`src/cpu_regs_pkg.sv`:
```
/*
 * constants for the core register set: widths, flag positions, reset values,
 * priority codes, register selects, operation codes and push/pop sequence lengths.
 * assumes nothing beyond a systemverilog compiler.
 */
package cpu_regs_pkg;

    // ----------------------------------------------------------------
    // widths and stack geometry
    // ----------------------------------------------------------------
    localparam int        DATA_W        = 8;
    localparam int        ADDR_W        = 16;
    localparam logic [7:0] STACK_PAGE   = 8'h01;   // fixed upper stack pointer byte
    localparam logic [7:0] STACK_TOP    = 8'hff;   // low byte after reset
    localparam int        CALL_BYTES    = 2;
    localparam int        IRQ_BYTES     = 5;

    // ----------------------------------------------------------------
    // condition flag bit positions and reset value
    // ----------------------------------------------------------------
    localparam int FLAG_CARRY    = 0;
    localparam int FLAG_ZERO     = 1;
    localparam int FLAG_NEG      = 2;
    localparam int FLAG_PRIO_LO  = 3;
    localparam int FLAG_HALF     = 4;
    localparam int FLAG_PRIO_HI  = 5;
    localparam logic [7:0] FLAGS_ONES  = 8'hc0;    // bits 7 and 6 always read one
    localparam logic [7:0] FLAGS_RESET = 8'hf8;    // undefined reset bits: half carry taken as one, negative, zero and carry as zero

    // ----------------------------------------------------------------
    // priority level codes {high bit, low bit}
    // ----------------------------------------------------------------
    localparam logic [1:0] PRIO_LEVEL0 = 2'h2;
    localparam logic [1:0] PRIO_LEVEL1 = 2'h1;
    localparam logic [1:0] PRIO_LEVEL2 = 2'h0;
    localparam logic [1:0] PRIO_LEVEL3 = 2'h3;     // interrupts disabled

    // ----------------------------------------------------------------
    // register selects for the instruction port
    // ----------------------------------------------------------------
    typedef enum logic [2:0] {
        SEL_ACC, SEL_INDEX, SEL_PC_LOW, SEL_PC_HIGH, SEL_FLAGS, SEL_STACK_LOW
    } reg_sel_t;

    // ----------------------------------------------------------------
    // operations requested by the instruction decoder
    // ----------------------------------------------------------------
    typedef enum logic [3:0] {
        OP_NONE,        // hold
        OP_ADD,         // acc = acc + operand
        OP_ADC,         // acc = acc + operand + carry
        OP_LOGIC,       // acc = result_i, logic / data manipulation
        OP_LOAD,        // write dest_sel with operand
        OP_SET_CARRY,
        OP_CLR_CARRY,
        OP_CARRY_LOAD,  // carry from bit test, shift or rotate
        OP_SET_PRIO,    // priority bits from operand (unmask/mask/halt/wait)
        OP_STACK_RESET,
        OP_PUSH,        // push dest_sel register (acc, index or flags; any other select pushes acc)
        OP_POP,         // pop into dest_sel register (acc, index or flags; other selects write nothing)
        OP_CALL,        // push pc low, pc high, jump
        OP_RET,         // pop pc high, pc low
        OP_IRQ,         // five byte context save, jump
        OP_INTERRUPT_RETURN_INSTR         // five byte context restore
    } op_t;

endpackage : cpu_regs_pkg

```
`src/cpu_core_register_set.sv`:
```
/*
 * core register set: accumulator, two index registers, program counter,
 * condition flags and stack pointer, with the stack push/pop sequencer.
 * assumes an instruction decoder drives op_i for one cycle while busy_o is low,
 * and a stack memory that accepts stack_we_o writes and returns stack_rdata_i
 * combinationally for stack_addr_o.
 */
`timescale 1ns/10ps
`default_nettype none
// Summary of operation
// RULE1: registers are unmapped; reached only through instruction operations on this port.
// RULE2: an 8-bit accumulator holds operands and results.
// RULE3: two 8-bit index registers hold addresses or temporary data.
// RULE4: a prefix byte makes the next instruction use the second index register.
// RULE5: interrupt entry and return never save or restore the second index register.
// RULE6: 16-bit program counter built from low and high bytes.
// RULE7: flags hold two priority bits, four result flags; bits 7,6 read one.
// RULE8: half carry set on carry from bit 3 to 4 in add and add-carry.
// RULE9: negative flag copies result bit 7.
// RULE10: zero flag set when result is zero.
// RULE11: carry shows overflow, forced by set/clear, loaded by test, shift, rotate.
// RULE12: priority codes: level0 10, level1 01, level2 00, level3 11 disabled.
// RULE13: interrupt entry loads priority from source; some instructions also change it.
// RULE14: stack pointer addresses next free byte; decrement after push, increment before pop.
// RULE15: stack is 256 bytes; upper pointer byte fixed by hardware.
// RULE16: reset or stack reset sets all eight low pointer bits.
// RULE17: low pointer byte directly loadable and readable.
// RULE18: pointer wraps silently at both stack limits.
// RULE19: interrupt pushes pc low first, rest lower; return pops in reverse.
// RULE20: a call uses two stack bytes, an interrupt five.
// RULE21: interrupt order: pc low, pc high, index, accumulator, flags.
module cpu_core_register_set
    import cpu_regs_pkg::*;
#(
    parameter int DW = cpu_regs_pkg::DATA_W
) (
    input  wire logic                       clock_i,        // core clock
    input  wire logic                       rst_i,          // mcu reset, sync high
    input  wire cpu_regs_pkg::op_t          op_i,           // operation, one cycle
    input  wire cpu_regs_pkg::reg_sel_t     dest_sel_i,     // register for load/push/pop/read
    input  wire logic                       prefix_i,       // prefix seen: use second index
    input  wire logic [7:0]                 operand_i,      // operand or load data
    input  wire logic [7:0]                 result_i,       // logic result for op_logic
    input  wire logic                       carry_in_i,     // carry for op_carry_load
    input  wire logic [1:0]                 src_prio_i,     // interrupting source priority
    input  wire logic [15:0]                target_i,       // jump target for call/irq
    input  wire logic [7:0]                 stack_rdata_i,  // stack memory read data
    output logic                            busy_o,         // stack sequence running
    output logic [7:0]                      read_data_o,    // selected register
    output logic [7:0]                      acc_o,          // accumulator
    output logic [7:0]                      index_x_o,      // first index register
    output logic [7:0]                      index_y_o,      // second index register
    output logic [15:0]                     program_counter_o, // program counter
    output logic [7:0]                      condition_flags_o, // flags
    output logic [15:0]                     stack_pointer_o,   // stack pointer
    output logic [15:0]                     stack_addr_o,   // stack memory address
    output logic [7:0]                      stack_wdata_o,  // stack memory write data
    output logic                            stack_we_o      // stack memory write strobe
);
    import cpu_regs_pkg::*;

    typedef enum logic [1:0] {ST_IDLE, ST_PUSH, ST_POP} seq_state_t;

    // ----------------------------------------------------------------
    // helpers
    // ----------------------------------------------------------------
    function automatic logic [7:0] sp_dec(input logic [7:0] s);
        sp_dec = s - 8'h01; // wraps to top silently
    endfunction : sp_dec

    function automatic logic [7:0] sp_inc(input logic [7:0] s);
        sp_inc = s + 8'h01; // wraps to bottom silently
    endfunction : sp_inc

    function automatic logic [7:0] nz_flags(input logic [7:0] f, input logic [7:0] r);
        logic [7:0] t;
        t = f;
        t[FLAG_NEG]  = r[7];
        t[FLAG_ZERO] = (r == 8'h00);
        nz_flags = t;
    endfunction : nz_flags

    // ----------------------------------------------------------------
    // state
    // ----------------------------------------------------------------
    logic [7:0]  acc_reg,   acc_next;
    logic [7:0]  x_reg,     x_next;
    logic [7:0]  y_reg,     y_next;
    logic [15:0] pc_reg,    pc_next;
    logic [7:0]  flags_reg, flags_next;
    logic [7:0]  sp_reg,    sp_next;
    seq_state_t  state_reg, state_next;
    logic [2:0]  cnt_reg,   cnt_next;     // bytes left in sequence
    logic [2:0]  len_reg,   len_next;     // sequence length
    logic        ctx_reg,   ctx_next;     // sequence is call or interrupt context
    logic        sel_y_reg, sel_y_next;   // push/pop of second index
    reg_sel_t    dsel_reg,  dsel_next;
    logic [8:0]  sum;
    logic [4:0]  half;
    logic [2:0]  pos;                     // position within sequence
    logic [7:0]  push_byte;

    // ----------------------------------------------------------------
    // next state
    // ----------------------------------------------------------------
    always_comb begin
        acc_next   = acc_reg;
        x_next     = x_reg;
        y_next     = y_reg;
        pc_next    = pc_reg;
        flags_next = flags_reg;
        sp_next    = sp_reg;
        state_next = state_reg;
        cnt_next   = cnt_reg;
        len_next   = len_reg;
        ctx_next   = ctx_reg;
        sel_y_next = sel_y_reg;
        dsel_next  = dsel_reg;
        sum        = 9'h000;
        half       = 5'h00;
        pos        = 3'(len_reg - cnt_reg);
        push_byte  = 8'h00;
        stack_we_o = 1'b0;
        stack_wdata_o = 8'h00;
        case (state_reg)
            ST_IDLE: begin
                case (op_i)
                    OP_ADD, OP_ADC: begin
                        sum  = {1'b0, acc_reg} + {1'b0, operand_i}
                             + {8'h00, (op_i == OP_ADC) & flags_reg[FLAG_CARRY]}; // RULE2
                        half = {1'b0, acc_reg[3:0]} + {1'b0, operand_i[3:0]}
                             + {4'h0, (op_i == OP_ADC) & flags_reg[FLAG_CARRY]};
                        acc_next = sum[7:0];
                        flags_next = nz_flags(flags_reg, sum[7:0]);       // RULE9 RULE10
                        flags_next[FLAG_HALF]  = half[4];                 // RULE8
                        flags_next[FLAG_CARRY] = sum[8];                  // RULE11
                    end
                    OP_LOGIC: begin
                        acc_next   = result_i;
                        flags_next = nz_flags(flags_reg, result_i);       // RULE9 RULE10
                    end
                    OP_LOAD: begin
                        if (dest_sel_i == SEL_ACC) begin
                            acc_next = operand_i;
                        end else if (dest_sel_i == SEL_INDEX && prefix_i) begin
                            y_next = operand_i;                           // RULE3 RULE4
                        end else if (dest_sel_i == SEL_INDEX) begin
                            x_next = operand_i;                           // RULE3
                        end else if (dest_sel_i == SEL_PC_LOW) begin
                            pc_next[7:0] = operand_i;                     // RULE6
                        end else if (dest_sel_i == SEL_PC_HIGH) begin
                            pc_next[15:8] = operand_i;                    // RULE6
                        end else if (dest_sel_i == SEL_FLAGS) begin
                            flags_next = operand_i | FLAGS_ONES;          // RULE7
                        end else if (dest_sel_i == SEL_STACK_LOW) begin
                            sp_next = operand_i;                          // RULE17
                        end
                        if (dest_sel_i == SEL_ACC || dest_sel_i == SEL_INDEX) begin
                            flags_next = nz_flags(flags_reg, operand_i);  // RULE9 RULE10
                        end
                    end
                    OP_SET_CARRY:   flags_next[FLAG_CARRY] = 1'b1;        // RULE11
                    OP_CLR_CARRY:   flags_next[FLAG_CARRY] = 1'b0;        // RULE11
                    OP_CARRY_LOAD:  flags_next[FLAG_CARRY] = carry_in_i;  // RULE11
                    OP_SET_PRIO: begin
                        flags_next[FLAG_PRIO_HI] = operand_i[1];          // RULE12 RULE13
                        flags_next[FLAG_PRIO_LO] = operand_i[0];
                    end
                    OP_STACK_RESET: sp_next = STACK_TOP;                  // RULE16
                    OP_PUSH, OP_CALL, OP_IRQ: begin
                        state_next = ST_PUSH;
                        len_next   = (op_i == OP_IRQ) ? 3'(IRQ_BYTES)
                                   : (op_i == OP_CALL) ? 3'(CALL_BYTES) : 3'h1; // RULE20
                        cnt_next   = len_next;
                        ctx_next   = (op_i != OP_PUSH);
                        sel_y_next = prefix_i;
                        dsel_next  = dest_sel_i;
                    end
                    OP_POP, OP_RET, OP_INTERRUPT_RETURN_INSTR: begin
                        state_next = ST_POP;
                        len_next   = (op_i == OP_INTERRUPT_RETURN_INSTR) ? 3'(IRQ_BYTES)
                                   : (op_i == OP_RET) ? 3'(CALL_BYTES) : 3'h1;  // RULE20
                        cnt_next   = len_next;
                        ctx_next   = (op_i != OP_POP);
                        sel_y_next = prefix_i;
                        dsel_next  = dest_sel_i;
                    end
                    default: ;
                endcase
            end
            ST_PUSH: begin
                // context order pc low, pc high, x, acc, flags; y never saved
                if (ctx_reg) begin
                    case (pos)
                        3'h0:    push_byte = pc_reg[7:0];                 // RULE19 RULE21
                        3'h1:    push_byte = pc_reg[15:8];                // RULE21
                        3'h2:    push_byte = x_reg;                       // RULE5 RULE21
                        3'h3:    push_byte = acc_reg;                     // RULE21
                        default: push_byte = flags_reg;                   // RULE21
                    endcase
                end else begin
                    push_byte = read_data_o;
                end
                stack_we_o    = 1'b1;
                stack_wdata_o = push_byte;
                sp_next  = sp_dec(sp_reg);                                // RULE14 RULE18
                cnt_next = cnt_reg - 3'h1;
                if (cnt_reg == 3'h1) begin
                    state_next = ST_IDLE;
                    if (ctx_reg) begin
                        pc_next = target_i;
                    end
                    if (ctx_reg && len_reg == 3'(IRQ_BYTES)) begin
                        flags_next[FLAG_PRIO_HI] = src_prio_i[1];         // RULE13
                        flags_next[FLAG_PRIO_LO] = src_prio_i[0];
                    end
                end
            end
            ST_POP: begin
                // reverse order of the push; pre-increment address
                sp_next  = sp_inc(sp_reg);                                // RULE14 RULE18
                cnt_next = cnt_reg - 3'h1;
                if (ctx_reg) begin
                    case (cnt_reg)
                        3'h5: flags_next = stack_rdata_i | FLAGS_ONES;    // RULE19 RULE13
                        3'h4: acc_next   = stack_rdata_i;
                        3'h3: x_next     = stack_rdata_i;                 // RULE5
                        3'h2: pc_next[15:8] = stack_rdata_i;
                        default: pc_next[7:0] = stack_rdata_i;
                    endcase
                    if (len_reg == 3'(CALL_BYTES) && cnt_reg == 3'h2) begin
                        pc_next[15:8] = stack_rdata_i;
                    end
                end else if (dsel_reg == SEL_ACC) begin
                    acc_next = stack_rdata_i;
                end else if (dsel_reg == SEL_INDEX && sel_y_reg) begin
                    y_next = stack_rdata_i;                               // RULE4
                end else if (dsel_reg == SEL_INDEX) begin
                    x_next = stack_rdata_i;
                end else if (dsel_reg == SEL_FLAGS) begin
                    flags_next = stack_rdata_i | FLAGS_ONES;              // RULE13
                end
                if (cnt_reg == 3'h1) begin
                    state_next = ST_IDLE;
                end
            end
            default: state_next = ST_IDLE;
        endcase
    end

    // ----------------------------------------------------------------
    // registers
    // ----------------------------------------------------------------
    always_ff @(posedge clock_i) begin
        if (rst_i) begin
            acc_reg   <= 8'h00;
            x_reg     <= 8'h00;
            y_reg     <= 8'h00;
            pc_reg    <= 16'h0000;
            flags_reg <= FLAGS_RESET;                                     // RULE7
            sp_reg    <= STACK_TOP;                                       // RULE16
            state_reg <= ST_IDLE;
            cnt_reg   <= 3'h0;
            len_reg   <= 3'h0;
            ctx_reg   <= 1'b0;
            sel_y_reg <= 1'b0;
            dsel_reg  <= SEL_ACC;
        end else begin
            acc_reg   <= acc_next;
            x_reg     <= x_next;
            y_reg     <= y_next;
            pc_reg    <= pc_next;
            flags_reg <= flags_next | FLAGS_ONES;                         // RULE7
            sp_reg    <= sp_next;
            state_reg <= state_next;
            cnt_reg   <= cnt_next;
            len_reg   <= len_next;
            ctx_reg   <= ctx_next;
            sel_y_reg <= sel_y_next;
            dsel_reg  <= dsel_next;
        end
    end

    // ----------------------------------------------------------------
    // outputs
    // ----------------------------------------------------------------
    always_comb begin
        if (dest_sel_i == SEL_ACC) begin
            read_data_o = acc_reg;
        end else if (dest_sel_i == SEL_INDEX) begin
            read_data_o = (state_reg == ST_IDLE ? prefix_i : sel_y_reg) ? y_reg : x_reg;
        end else if (dest_sel_i == SEL_PC_LOW) begin
            read_data_o = pc_reg[7:0];
        end else if (dest_sel_i == SEL_PC_HIGH) begin
            read_data_o = pc_reg[15:8];
        end else if (dest_sel_i == SEL_FLAGS) begin
            read_data_o = flags_reg;
        end else begin
            read_data_o = sp_reg;                                         // RULE17
        end
        if (state_reg == ST_PUSH && !ctx_reg) begin
            read_data_o = (dsel_reg == SEL_INDEX && sel_y_reg) ? y_reg
                        : (dsel_reg == SEL_INDEX) ? x_reg
                        : (dsel_reg == SEL_FLAGS) ? flags_reg : acc_reg;
        end
    end

    assign busy_o            = (state_reg != ST_IDLE);
    assign acc_o             = acc_reg;
    assign index_x_o         = x_reg;
    assign index_y_o         = y_reg;
    assign program_counter_o = pc_reg;
    assign condition_flags_o = flags_reg;
    assign stack_pointer_o   = {STACK_PAGE, sp_reg};                      // RULE15 RULE1
    // pop reads pre-incremented address, push writes current address
    assign stack_addr_o      = {STACK_PAGE, (state_reg == ST_POP) ? sp_inc(sp_reg) : sp_reg};
endmodule : cpu_core_register_set
`default_nettype wire

```
`config.mk`:
```
export PLATFORM = sky130hd
export DESIGN_NAME = cpu_core_register_set
export DESIGN_NICKNAME = d
export VERILOG_FILES = /design/src/cpu_regs_pkg.sv /design/src/cpu_core_register_set.sv
export SDC_FILE = /design/constraint.sdc
export NUM_CORES = 1
export LEC_CHECK = 0
export ABC_AREA = 0
export BUFFER_PORTS_ARGS = -buffer_cell sky130_fd_sc_hd__buf_2
export CORE_ASPECT_RATIO = 0.5
export CORE_MARGIN = 2
export CORE_UTILIZATION = 50
export CTS_BUF_LIST = sky130_fd_sc_hd__clkbuf_16
export CTS_CLUSTER_SIZE = 10
export DETAILED_ROUTE_END_ITERATION = 7
export GPL_TIMING_DRIVEN = 0
export PLACE_DENSITY = 0.76
export SYNTH_ARGS = -nofsm -noshare
export SYNTH_HDL_FRONTEND = slang
export SYNTH_SLANG_ARGS = --single-unit
```
`constraint.sdc`:
```
create_clock -name clock_i -period 3.8 [get_ports clock_i]
set_clock_uncertainty 0.2 [all_clocks]
set_input_delay 0.19 -clock clock_i [delete_from_list [all_inputs] [get_ports clock_i]]
set_output_delay 0.19 -clock clock_i [all_outputs]
set_load 0.005 [all_outputs]
```
# [Word-level counts from Yosys, hierarchy flattened]
# Cells that the tools add are included.
[op_classes] n_shift=0 order_cmp=0 mux=98 n_bitwise=1 n_addsub=8 eq_ne=86 reduce_logical=39 mul=0 n_div=0
[ops] operator="two-way mux 8 bit" n=45
[ops] operator="two-way mux 16 bit" n=7
[ops] operator="two-way mux 6 bit" n=13
[ops] operator="case mux 8 bit (2 select lines)" n=4
[ops] operator="!= test 3 bit, second input constant" n=17
[ops] operator="case mux 16 bit (3 select lines)" n=1
[ops] operator="case mux 8 bit (3 select lines)" n=2
[ops] operator="== test 4 bit, second input constant" n=8
[ops] operator="!= test 4 bit, second input constant" n=8
[ops] operator="case mux 8 bit (4 select lines)" n=1
[ops] operator="!= test 2 bit, second input constant" n=14
[ops] operator="AND reduction 14 bit" n=2
[ops] operator="logical NOT 8 bit" n=3
[ops] operator="== test 3 x 2 -> 1 bit, second input constant" n=7
[ops] operator="== test 3 bit, second input constant" n=6
[ops] operator="case mux 3 bit (2 select lines)" n=3
[ops] operator="AND reduction 9 bit" n=2
[ops] operator="== test 4 x 3 -> 1 bit, second input constant" n=4
[ops] operator="AND reduction 16 bit" n=1
[ops] operator="AND reduction 13 bit" n=1
[ops] operator="== test 3 x 1 -> 1 bit, second input constant" n=4
[ops] operator="!= test 3 x 1 -> 1 bit, second input constant" n=4
[ops] operator="AND reduction 11 bit" n=1
[ops] operator="case mux 1 bit (2 select lines)" n=5
[ops] operator="39 further kinds" n=69
[totals] memories=0 ram_bits=0 regBits=68 latch_bits=0 rom_bits=0 wordCells=249

# [Longest topological paths before layout]
# Gate-level depths: netlist of run 1.
[logic_depth] ltp_word=10 ltp_mapped=11 ltp_nobuf=10

# [Least setup slack after synthesis of run 1]
# No wires, ideal clock.
[synth_path] path_type="in2reg" from="input op_i[1]" to="register flags_reg[1], in the netlist condition_flags_o[1]" stages=10 slack_ns=0.717 t_required_ns=3.504 path_buffers=1 arrival_time_ns=2.788 path_cell_list="buf_1 -> inv_1 -> nor4b_1 -> fa_1 -> fa_1 -> or3_1 -> nor3_1 -> o2111ai_1 -> or4_1 -> o41ai_2"
[synth_via] elab_chain_len=6
[synth_rtl] item="start, declared" line_no="cpu_core_register_set.sv:39" text="input wire cpu_regs_pkg::op_t op_i,"
[synth_rtl] item="== test 4 x 2 -> 1 bit" line_no="cpu_core_register_set.sv:127, cpu_core_register_set.sv:130"
[synth_rtl] item="bitwise AND 1 bit" line_no="cpu_core_register_set.sv:130" text="+ {8'h00, (op_i == OP_ADC) & flags_reg[FLAG_CARRY]};"
[synth_rtl] item="adder 9 x 1 -> 9 bit" line_no="cpu_core_register_set.sv:130"
[synth_rtl] item="logical NOT 8 bit" line_no="cpu_core_register_set.sv:79" text="t[FLAG_ZERO] = (r == 8'h00);"
[synth_rtl] item="case mux 2 bit (3 select lines)" line_no="cpu_core_register_set.sv:127" text="case (op_i)"
[synth_rtl] item="case mux 3 bit (2 select lines)" line_no="cpu_core_register_set.sv:125" text="case (state_reg)"
[synth_rtl] item="end signal, assigned" line_no="cpu_core_register_set.sv:273" text="flags_reg <= flags_next | FLAGS_ONES;"
[synth_rtl] item="end, declared" line_no="cpu_core_register_set.sv:90" text="logic [7:0] flags_reg, flags_next;"
# Several ways; a longest one is shown, not always the timed one.
# A chain may end at the register's enable or synchronous reset.

# [Final worst setup path of run 1]
[layout_path] from="register state_reg[0]" to="register x_reg[6], in the netlist index_x_o[6]"
[layout_via] elab_chain_len=3
[layout_rtl] item="start, declared" line_no="cpu_core_register_set.sv:92" text="seq_state_t state_reg, state_next;"
[layout_rtl] item="start signal, assigned" line_no="cpu_core_register_set.sv:275" text="state_reg <= state_next;"
[layout_rtl] item="== test 2 bit / logical NOT 2 bit (equally long branches)" line_no="cpu_core_register_set.sv:125"
[layout_rtl] item="!= test 3 x 2 -> 1 bit (no line) (tied with other cells)"
[layout_rtl] item="AND reduction 9 bit (no line)"
[layout_rtl] item="end signal, assigned" line_no="cpu_core_register_set.sv:270" text="x_reg <= x_next;"
[layout_rtl] item="end, declared" line_no="cpu_core_register_set.sv:87" text="logic [7:0] x_reg, x_next;"
# Several ways; a longest one is shown, not always the timed one.

==> results of run 1 <==
[layer usage]
metal | GRT usage [%] | vias to the layer above | wire length (µm)
li1 | - | 3045 | -
met1 | 52.15 | 3185 | 9810
met2 | 55.33 | 547 | 9560
met3 | 14.68 | 70 | 3937
met4 | 9.266 | 0 | 492
met5 | 0 | - | 0
[synthesized netlist by cell type, types with 4 or more instances]
cell / number / area (µm²)
a21oi_1: 58 / 290.3
xnor2_1: 9 / 78.83
buf_1: 8 / 30.03
nand2b_1: 9 / 56.30
ha_1: 20 / 250.2
clkbuf_1: 48 / 180.2
a22oi_1: 4 / 30.03
nor3_1: 16 / 80.08
nand3b_1: 5 / 37.54
a31oi_1: 6 / 37.54
nor2_1: 70 / 262.8
a211oi_1: 21 / 157.7
dfxtp_1: 67 / 1341
mux2i_1: 38 / 380.4
nand3_1: 15 / 75.07
o21ai_0: 35 / 175.2
o2111ai_1: 4 / 35.03
mux4_2: 14 / 315.3
o211ai_1: 8 / 60.06
or3b_2: 4 / 35.03
a311o_1: 17 / 170.2
mux2_2: 11 / 123.9
buf_4: 18 / 135.1
nand2_1: 77 / 289.0
a211o_1: 10 / 87.58
or3_1: 5 / 31.28
o221ai_1: 4 / 35.03
a311oi_1: 7 / 61.31
nor4_1: 4 / 25.02
inv_1: 31 / 116.4
buf_2: 5 / 25.02
nor4b_1: 4 / 35.03
or2_2: 5 / 31.28
o41ai_1: 6 / 52.55
a221oi_1: 9 / 78.83
a221o_1: 12 / 120.1
xor2_1: 6 / 52.55
nor2b_1: 9 / 56.30
[final cells by class]
class | count | area (µm²)
plain buffers | 80 | 381.6
multi-input cells | 578 | 4043
well taps | 145 | 181.4
flip-flops and latches | 67 | 1341
fillers | 1023 | 4034
repair buffers | 133 | 700.7
clock inverters | 7 | 125.1
clock buffers | 9 | 225.2
inverters | 31 | 116.4
[layout by cell type (no fill, tap or decap), types with 15 or more instances in the layout]
master and count:
buf_2 133, nand2_1 77, nor2_1 70, dfxtp_1 67
a21oi_1 58, clkbuf_1 48, mux2i_1 37, o21ai_0 35
inv_1 31, a211oi_1 21, ha_1 20, buf_4 18
conb_1 18, a311o_1 17, nor3_1 16, nand3_1 15
[final timing paths]
path,start,end,cells past startpoint
setup reg to reg,state_reg[0],index_x_o[6],9
hold reg to reg,len_reg[0],len_reg[0],2
hold / removal,stack_rdata_i[2],condition_flags_o[2],3
setup / recovery,state_reg[0],index_x_o[6],9
[per-stage QoR]
stage / total power, mW / cell area, µm² / instances / hold slack [ps] / TNS, ps
2_1_floorplan: 1.590 / 5862 / 756 / 133.9 / 0
3_3_place_gp: 1.983 / 6684 / 1029 / 246.6 / -49.00
3_5_place_dp: 1.997 / 6684 / 1029 / 253.3 / -48.98
4_1_cts: 2.999 / 7087 / 1049 / 27.39 / 0
5_1_grt: 3.186 / 7114 / 1050 / 68.01 / 0
6_report: 3.067 / 7114 / 1050 / 38.88 / 0
[worst max-delay path, stage by stage (launching register included)]
cell and delay (ps):
dfxtp_1 340, inv_1 90, ha_1 240, buf_2 290, clkbuf_1 540, buf_1 560
a21oi_1 130, o21ai_1 770, mux2i_1 290, nor2_1 60
[cells by family after synthesis]
logic type | Yosys count
flip-flops | 67
XOR/XNOR | 15
buffers and inverters | 111
multiplexers | 63
adder cells (fa/ha/maj) | 23
other | 2
AO/OA/AOI/OAI | 224
AND/OR/NAND/NOR | 235
[power breakdown]
group | leakage (nW) | internal (mW) | total, mW | switching, mW
Clock | 0.170 | 0.647 | 1.01 | 0.359
Sequential | 0.548 | 0.773 | 0.875 | 0.102
Combinational | 2.32 | 0.467 | 1.19 | 0.719
Total | 3.04 | 1.89 | 3.07 | 1.18
[repair_timing]
item                                    4_1_cts  5_1_grt
hold endpoints to repair                      4        0
gates resized for setup                       2        1
cloned                                        0        0
buffers inserted                              0        1
hold buffers                                  4        0
endpoints found under the setup margin        6       12
==> results.yml, run 1 <==
status:
  status: "complete, no violations"
cts:
  clock-root-buffer: "clkbuf_16"
  clkLatencyLatePin_ps: 350
  clockBufferDepth: 2
  cts_tree: "done"
  clock_sinks: 67
  path_clk_slew_ps: 60
  htree_levels: 3
  cts_buffers: 9
yosys:
  yosys.area_share.simple_pct: 19.11
  avgSynthCellArea_um2: 7.840
  synth_top_family_by_area: "compound AO/OA/AOI/OAI gates"
  synthXorXnorAreaFrac_pct: 2.264
  ys_ff_latch: 67
  yosysUniqueCellTypes: 61
  syn_area_mm2: 0.005802
  synthFlopType: "dfxtp_1"
  synth_fa_ha_area_share_pct: 5.348
  async_reset_ff_share_pct: 0
  synth_enable_flop_cells: 0
  synth_compound_area_share_pct: 27.32
  synth_warnings: 0
  ys_seq_area_share_pct: 23.12
  synth_cells: 740
  synthMuxAreaShare_pct: 14.13
global_routing:
  first_global_vias: 6132
  overflow: 0
  grt_pass1_wl_um: 35170
  grtUsageTotal_pct: 37.86
  antenna_found_initial: 0
  grt_max_degree: 14
finish:
  area_delta_synth_final_pct: 22.62
  nets: 976
  largest_reg_flops: 16
  fin_util_pct: 63.82
  drive_gt1_share_pct: 23.31
  diodes: 0
worst_setup_path:
  crit_fanout: 10
  cp-start-kind: "register"
  r2r_slack_ps: 140
  cp_data_arrival_time_ps: 3660
  setup.worst_path.class: "reg -> reg"
  cp-end-kind: "register"
  required_ps: 3810
power:
  ir_drop_v: 0.0002066
  power_density_mw_per_mm2: 431.1
  power.leakage_nw: 3.037
timing:
  fmaxAchievable_mhz: 273.5
  hold_viol_final: 0
  slew_headroom_pct: 4.426
  tightest_slew_ps: 1424
  finalSetupViolations: 0
  rsz0062_at_grt: "false"
  finalCritPeriodShare_pct: 96.22
  setup_slack_ps: 143.8
  drv_slew: 0
  period_needed_ps: 3656
routing:
  dr.pass1.iters: 5
  drc: 0
  drt-total-wl_um: 23800
  drtAntennaViolNets: 0
  drtIter0Drc: 901
  vias_per_cell: 6.521
  wl_per_cell_um: 22.67
  vias: 6847
min_path:
  min_path_type: "in -> reg"
floorplanning:
  die_y_um: 80.17
  die_w_um: 156.3
  fp.coreArea_mm2: 0.01115
  die_area_mm2: 0.01253
  rows: 27
  num_io_pins: 151
  initial_core_util_pct: 52.04
placed_design:
  place_congestion: 1.033
  portBuffers: 128
  dp_slack_ps: -48.98
  dp_hpwl_um: 18200
run:
  maxCapViolations: 0
Note: power is estimated with default switching activity, not from simulation.
==> run 2: changes to the inputs <==
Clock period 3.8 ns to 4.55 ns, I/O delays scaled along.
==> run 2 against run 1 <==
Combinational power down 18%. Via count up 0.96%. Sequential power down 16%. Largest power group unchanged. Flip-flop and latch count unchanged. Critical endpoint is now read_data_o[2]. Highest routed layer unchanged. Sequential share of layout area up 0.13 points.
==> results.yml, run 2 (synthesis results as in run 1) <==
status:
  status: "complete, no violations"
timing:
  hold_ws_ps: 28.28
  setup_slack_ps: 261.3
  tns_ps: 0
  period_needed_ps: 4289
  drv_slew: 0
  tightest_slew_ps: 1394
  finalCritPeriodShare_pct: 94.26
  hold_viol_final: 0
  slew_headroom_pct: 6.466
  rsz0062_at_grt: "false"
  fmaxAchievable_mhz: 233.2
  finalSetupViolations: 0
cts:
  clock_sinks: 67
  postCtsSetupRepairBufs: 0
  cts_buffers: 9
  cts_tree: "done"
  cts_resized: 0
  htree_levels: 3
  clkLatencyLatePin_ps: 340
  clock-root-buffer: "clkbuf_16"
  clockBufferDepth: 2
  path_clk_slew_ps: 60
  postCtsHoldBufs: 3
worst_setup_path:
  reg2reg_from: "state_reg[0]"
  setup.worst_path.class: "reg -> out"
  required_ps: 4120
  cp-end-kind: "output port"
  cp_data_arrival_time_ps: 3860
  critPathLaunch: "state_reg[0]"
  cp-start-kind: "register"
  crit_fanout: 10
floorplanning:
  fp.coreArea_mm2: 0.01115
  die_area_mm2: 0.01253
  die_y_um: 80.17
  die_w_um: 156.3
  num_io_pins: 151
  initial_core_util_pct: 52.04
  rows: 27
finish:
  fillers: 1032
  mostFrequentLayoutCells: "buf_2, nand2_1, nor2_1"
  nets: 974
  layout_commonest_cell: "buf_2"
  diodes: 0
  largest_reg_flops: 16
  finalInstanceArea_mm2: 0.007064
  instances_no_fill: 1048
  fin_util_pct: 63.37
  drive_gt1_share_pct: 23.03
  area_delta_synth_final_pct: 21.76
placed_design:
  portBuffers: 128
  place_area_mm2: 0.006684
  dp_hpwl_um: 18200
  place_congestion: 1.033
  placed_cells: 1029
  dp_slack_ps: 663.5
run:
  maxCapViolations: 0
min_path:
  worstHoldStart: "stack_rdata_i[6]"
  min_path_type: "in -> reg"
power:
  power_density_mw_per_mm2: 361.1
  power.leakage_nw: 3.020
  finalPower_mw: 2.551
  ir_drop_v: 0.0001716
global_routing:
  overflow: 0
  grtUsageTotal_pct: 37.78
  first_global_vias: 6135
  antenna_found_initial: 0
  grt.busiest_layer: "met2"
  grt_pass1_wl_um: 35110
  use_met1_pct: 52.35
  use_met3_pct: 14.14
  grtUsageMet2_pct: 55.02
  grt_max_degree: 14
routing:
  vias: 6913
  drtAntennaViolNets: 0
  drc: 0
  drt-total-wl_um: 23850
  dr.pass1.iters: 5
  vias_per_cell: 6.596
  drtIter0Drc: 897
  wl_per_cell_um: 22.76
-- run 2: final timing paths --
check	endpoint	slack [ps]	cells past startpoint
setup / recovery	read_data_o[2]	260	9
hold / removal	acc_o[6]	30	3
setup reg to reg	index_x_o[0]	930	9
hold reg to reg	len_reg[0]	260	2
-- run 2: area by class of cell --
| class | count | area [µm²] | area share (%) |
|---|---|---|---|
| plain buffers | 80 | 381.6 | 5.402 |
| flip-flops and latches | 67 | 1341 | 18.99 |
| multi-input cells | 578 | 4023 | 56.94 |
| well taps | 145 | 181.4 | 2.568 |
| repair buffers | 131 | 670.6 | 9.493 |
| inverters | 31 | 116.4 | 1.647 |
| clock buffers | 9 | 225.2 | 3.188 |
| clock inverters | 7 | 125.1 | 1.771 |
-- run 2: power by group --
group	leakage, nW	switching (mW)	internal, mW
Sequential	0.548	0.0851	0.646
Clock	0.170	0.299	0.540
Combinational	2.30	0.599	0.382
Total	3.02	0.983	1.57
-- run 2: routing by layer --
layer	vias to the layer above	share of wire [%]
met4	0	2.1
li1	3033	-
met1	3244	42
met5	-	0
met3	79	16
met2	557	40
-- run 2: critical path, stage by stage (launching register included) --
cell and delay (ps):
dfxtp_1 340, inv_1 100, ha_1 150, clkbuf_1 390, mux2i_1 1140, mux2_2 430, mux4_2 450, o211ai_1 170
o21ai_0 160, buf_2 180
==> run 3: changes to the inputs <==
Settings changed: CAP_MARGIN set to 15, CORE_UTILIZATION 50 to 49, PLACE_DENSITY 0.76 to 0.78.
Clock period 4.55 ns to 3.8 ns, I/O delays scaled along.
==> run 3 against run 2 <==
Non-clock buffer count grew 4. Flip-flop and latch count unchanged. Count of clock-buffer cells in the layout stayed put. Critical path type unchanged. Register-to-register slack worse by 550 ps. Core utilization down 2.3 points. Sequential power grew 21%. Via count up 0.30%. Hold slack improved by 16 ps. Critical path depth unchanged. Largest power group unchanged.
==> results.yml, run 3 (synthesis results as in run 1) <==
placed_design:
  place_area_mm2: 0.006709
  dp_hpwl_um: 19060
  placed_cells: 1049
  portBuffers: 128
  place_congestion: 1.012
finish:
  area_delta_synth_final_pct: 22.71
  layout_commonest_cell: "buf_2"
  nets: 978
  finalInstanceArea_mm2: 0.007119
  diodes: 0
  mostFrequentLayoutCells: "buf_2, nand2_1, nor2_1"
  instances_no_fill: 1072
  fillers: 1112
  largest_reg_flops: 16
  drive_gt1_share_pct: 23.26
cts:
  path_clk_slew_ps: 60
  htree_levels: 3
  clockBufferDepth: 2
  clock-root-buffer: "clkbuf_16"
  clock_sinks: 67
  clkLatencyLatePin_ps: 340
  cts_buffers: 9
  cts_tree: "done"
global_routing:
  antenna_found_initial: 0
  first_global_vias: 6243
  grtUsageTotal_pct: 38.64
  grt_max_degree: 12
  grt_pass1_wl_um: 36370
  overflow: 0
worst_setup_path:
  reg2reg_from: "condition_flags_o[0]"
  timing.rr.end: "condition_flags_o[1]"
  cp-end-kind: "output port"
  required_ps: 3410
  crit_fanout: 10
  r2r_slack_ps: 380
  setup.worst_path.class: "reg -> out"
  cp-start-kind: "register"
  cp_data_arrival_time_ps: 3270
  r2r_cells: 8
power:
  power.leakage_nw: 3.028
  finalPower_mw: 2.977
  ir_drop_v: 0.0002232
  power_density_mw_per_mm2: 418.2
floorplanning:
  die_y_um: 80.95
  fp.coreArea_mm2: 0.01167
  initial_core_util_pct: 49.73
  rows: 28
  die_area_mm2: 0.01278
  num_io_pins: 151
  die_w_um: 157.9
routing:
  drc: 0
  drtAntennaViolNets: 0
  vias: 6934
  dr.pass1.iters: 6
  drtIter0Drc: 1169
  vias_per_cell: 6.468
  drt-total-wl_um: 24950
  wl_per_cell_um: 23.27
timing:
  finalCritPeriodShare_pct: 96.37
  tightest_slew_ps: 900.4
  period_needed_ps: 3662
  slew_headroom_pct: 39.97
  rsz0062_at_grt: "false"
  drv_slew: 0
  fmaxAchievable_mhz: 273.1
  finalSetupViolations: 0
  hold_viol_final: 0
status:
  status: "complete, no violations"
run:
  maxCapViolations: 0
min_path:
  worstHoldStart: "stack_rdata_i[2]"
  holdPathEnd: "condition_flags_o[2]"
  whs_path_depth: 3
  min_path_type: "in -> reg"
run 3: per-layer routing:
layer	GRT usage (%)	vias to the layer above	routed length, µm
met5	0	-	0
met1	55.06	3286	10470
li1	-	3035	-
met2	54.91	535	10080
met3	12.54	78	3685
met4	12.18	0	710
run 3: power by group:
group | internal, mW | switching [mW]
sequential | 0.774 | 0.107
combinational | 0.470 | 0.733
clock | 0.566 | 0.328
run 3: worst max-delay path: stages (launching register included):
cell,delay [ps]
dfxtp_1,430
ha_1,180
inv_1,50
fa_1,360
xor2_1,180
xnor2_2,460
clkbuf_1,570
a211oi_1,190
a211oi_1,310
buf_2,180
run 3: timing repair:
item	CTS	global route
resized for setup	1	3
cloned	0	0
setup buffers	0	1
setup endpoints to repair	6	13
hold endpoints to repair	4	0
hold buffers	4	0
run 3: area by class of cell:
class / count / area (µm²) / area share, %
Clock inverter: 7 / 83.83 / 1.178
Tap cell: 165 / 206.4 / 2.900
Buffer: 80 / 381.6 / 5.360
Clock buffer: 9 / 225.2 / 3.163
Timing Repair Buffer: 135 / 715.7 / 10.05
Multi-Input combinational cell: 578 / 4049 / 56.87
Inverter: 31 / 116.4 / 1.634
Sequential cell: 67 / 1341 / 18.84
run 3: metrics by stage:
step	utilization, %	hold slack [ps]	TNS [ps]	setup slack [ps]
6_report	61.03	44.61	0	138.0
5_1_grt	61.03	65.21	0	59.02
4_1_cts	60.53	36.88	0	12.73
3_5_place_dp	57.51	279.1	-97.83	-97.83
3_3_place_gp	57.51	245.0	-99.45	-99.45
2_1_floorplan	-	133.9	0	716.6
run 3: how the worst max path moves through the flow:
stage | from | endpoint | slack (ps)
3_5_place_dp | op_i[1] | condition_flags_o[1] | -100
4_1_cts | state_reg[0] | read_data_o[1] | 10
2_1_floorplan | op_i[1] | condition_flags_o[1] | 720
5_1_grt | cnt_reg[0] | stack_wdata_o[0] | 60
3_3_place_gp | op_i[1] | condition_flags_o[1] | -100
6_report | cnt_reg[0] | stack_wdata_o[0] | 140
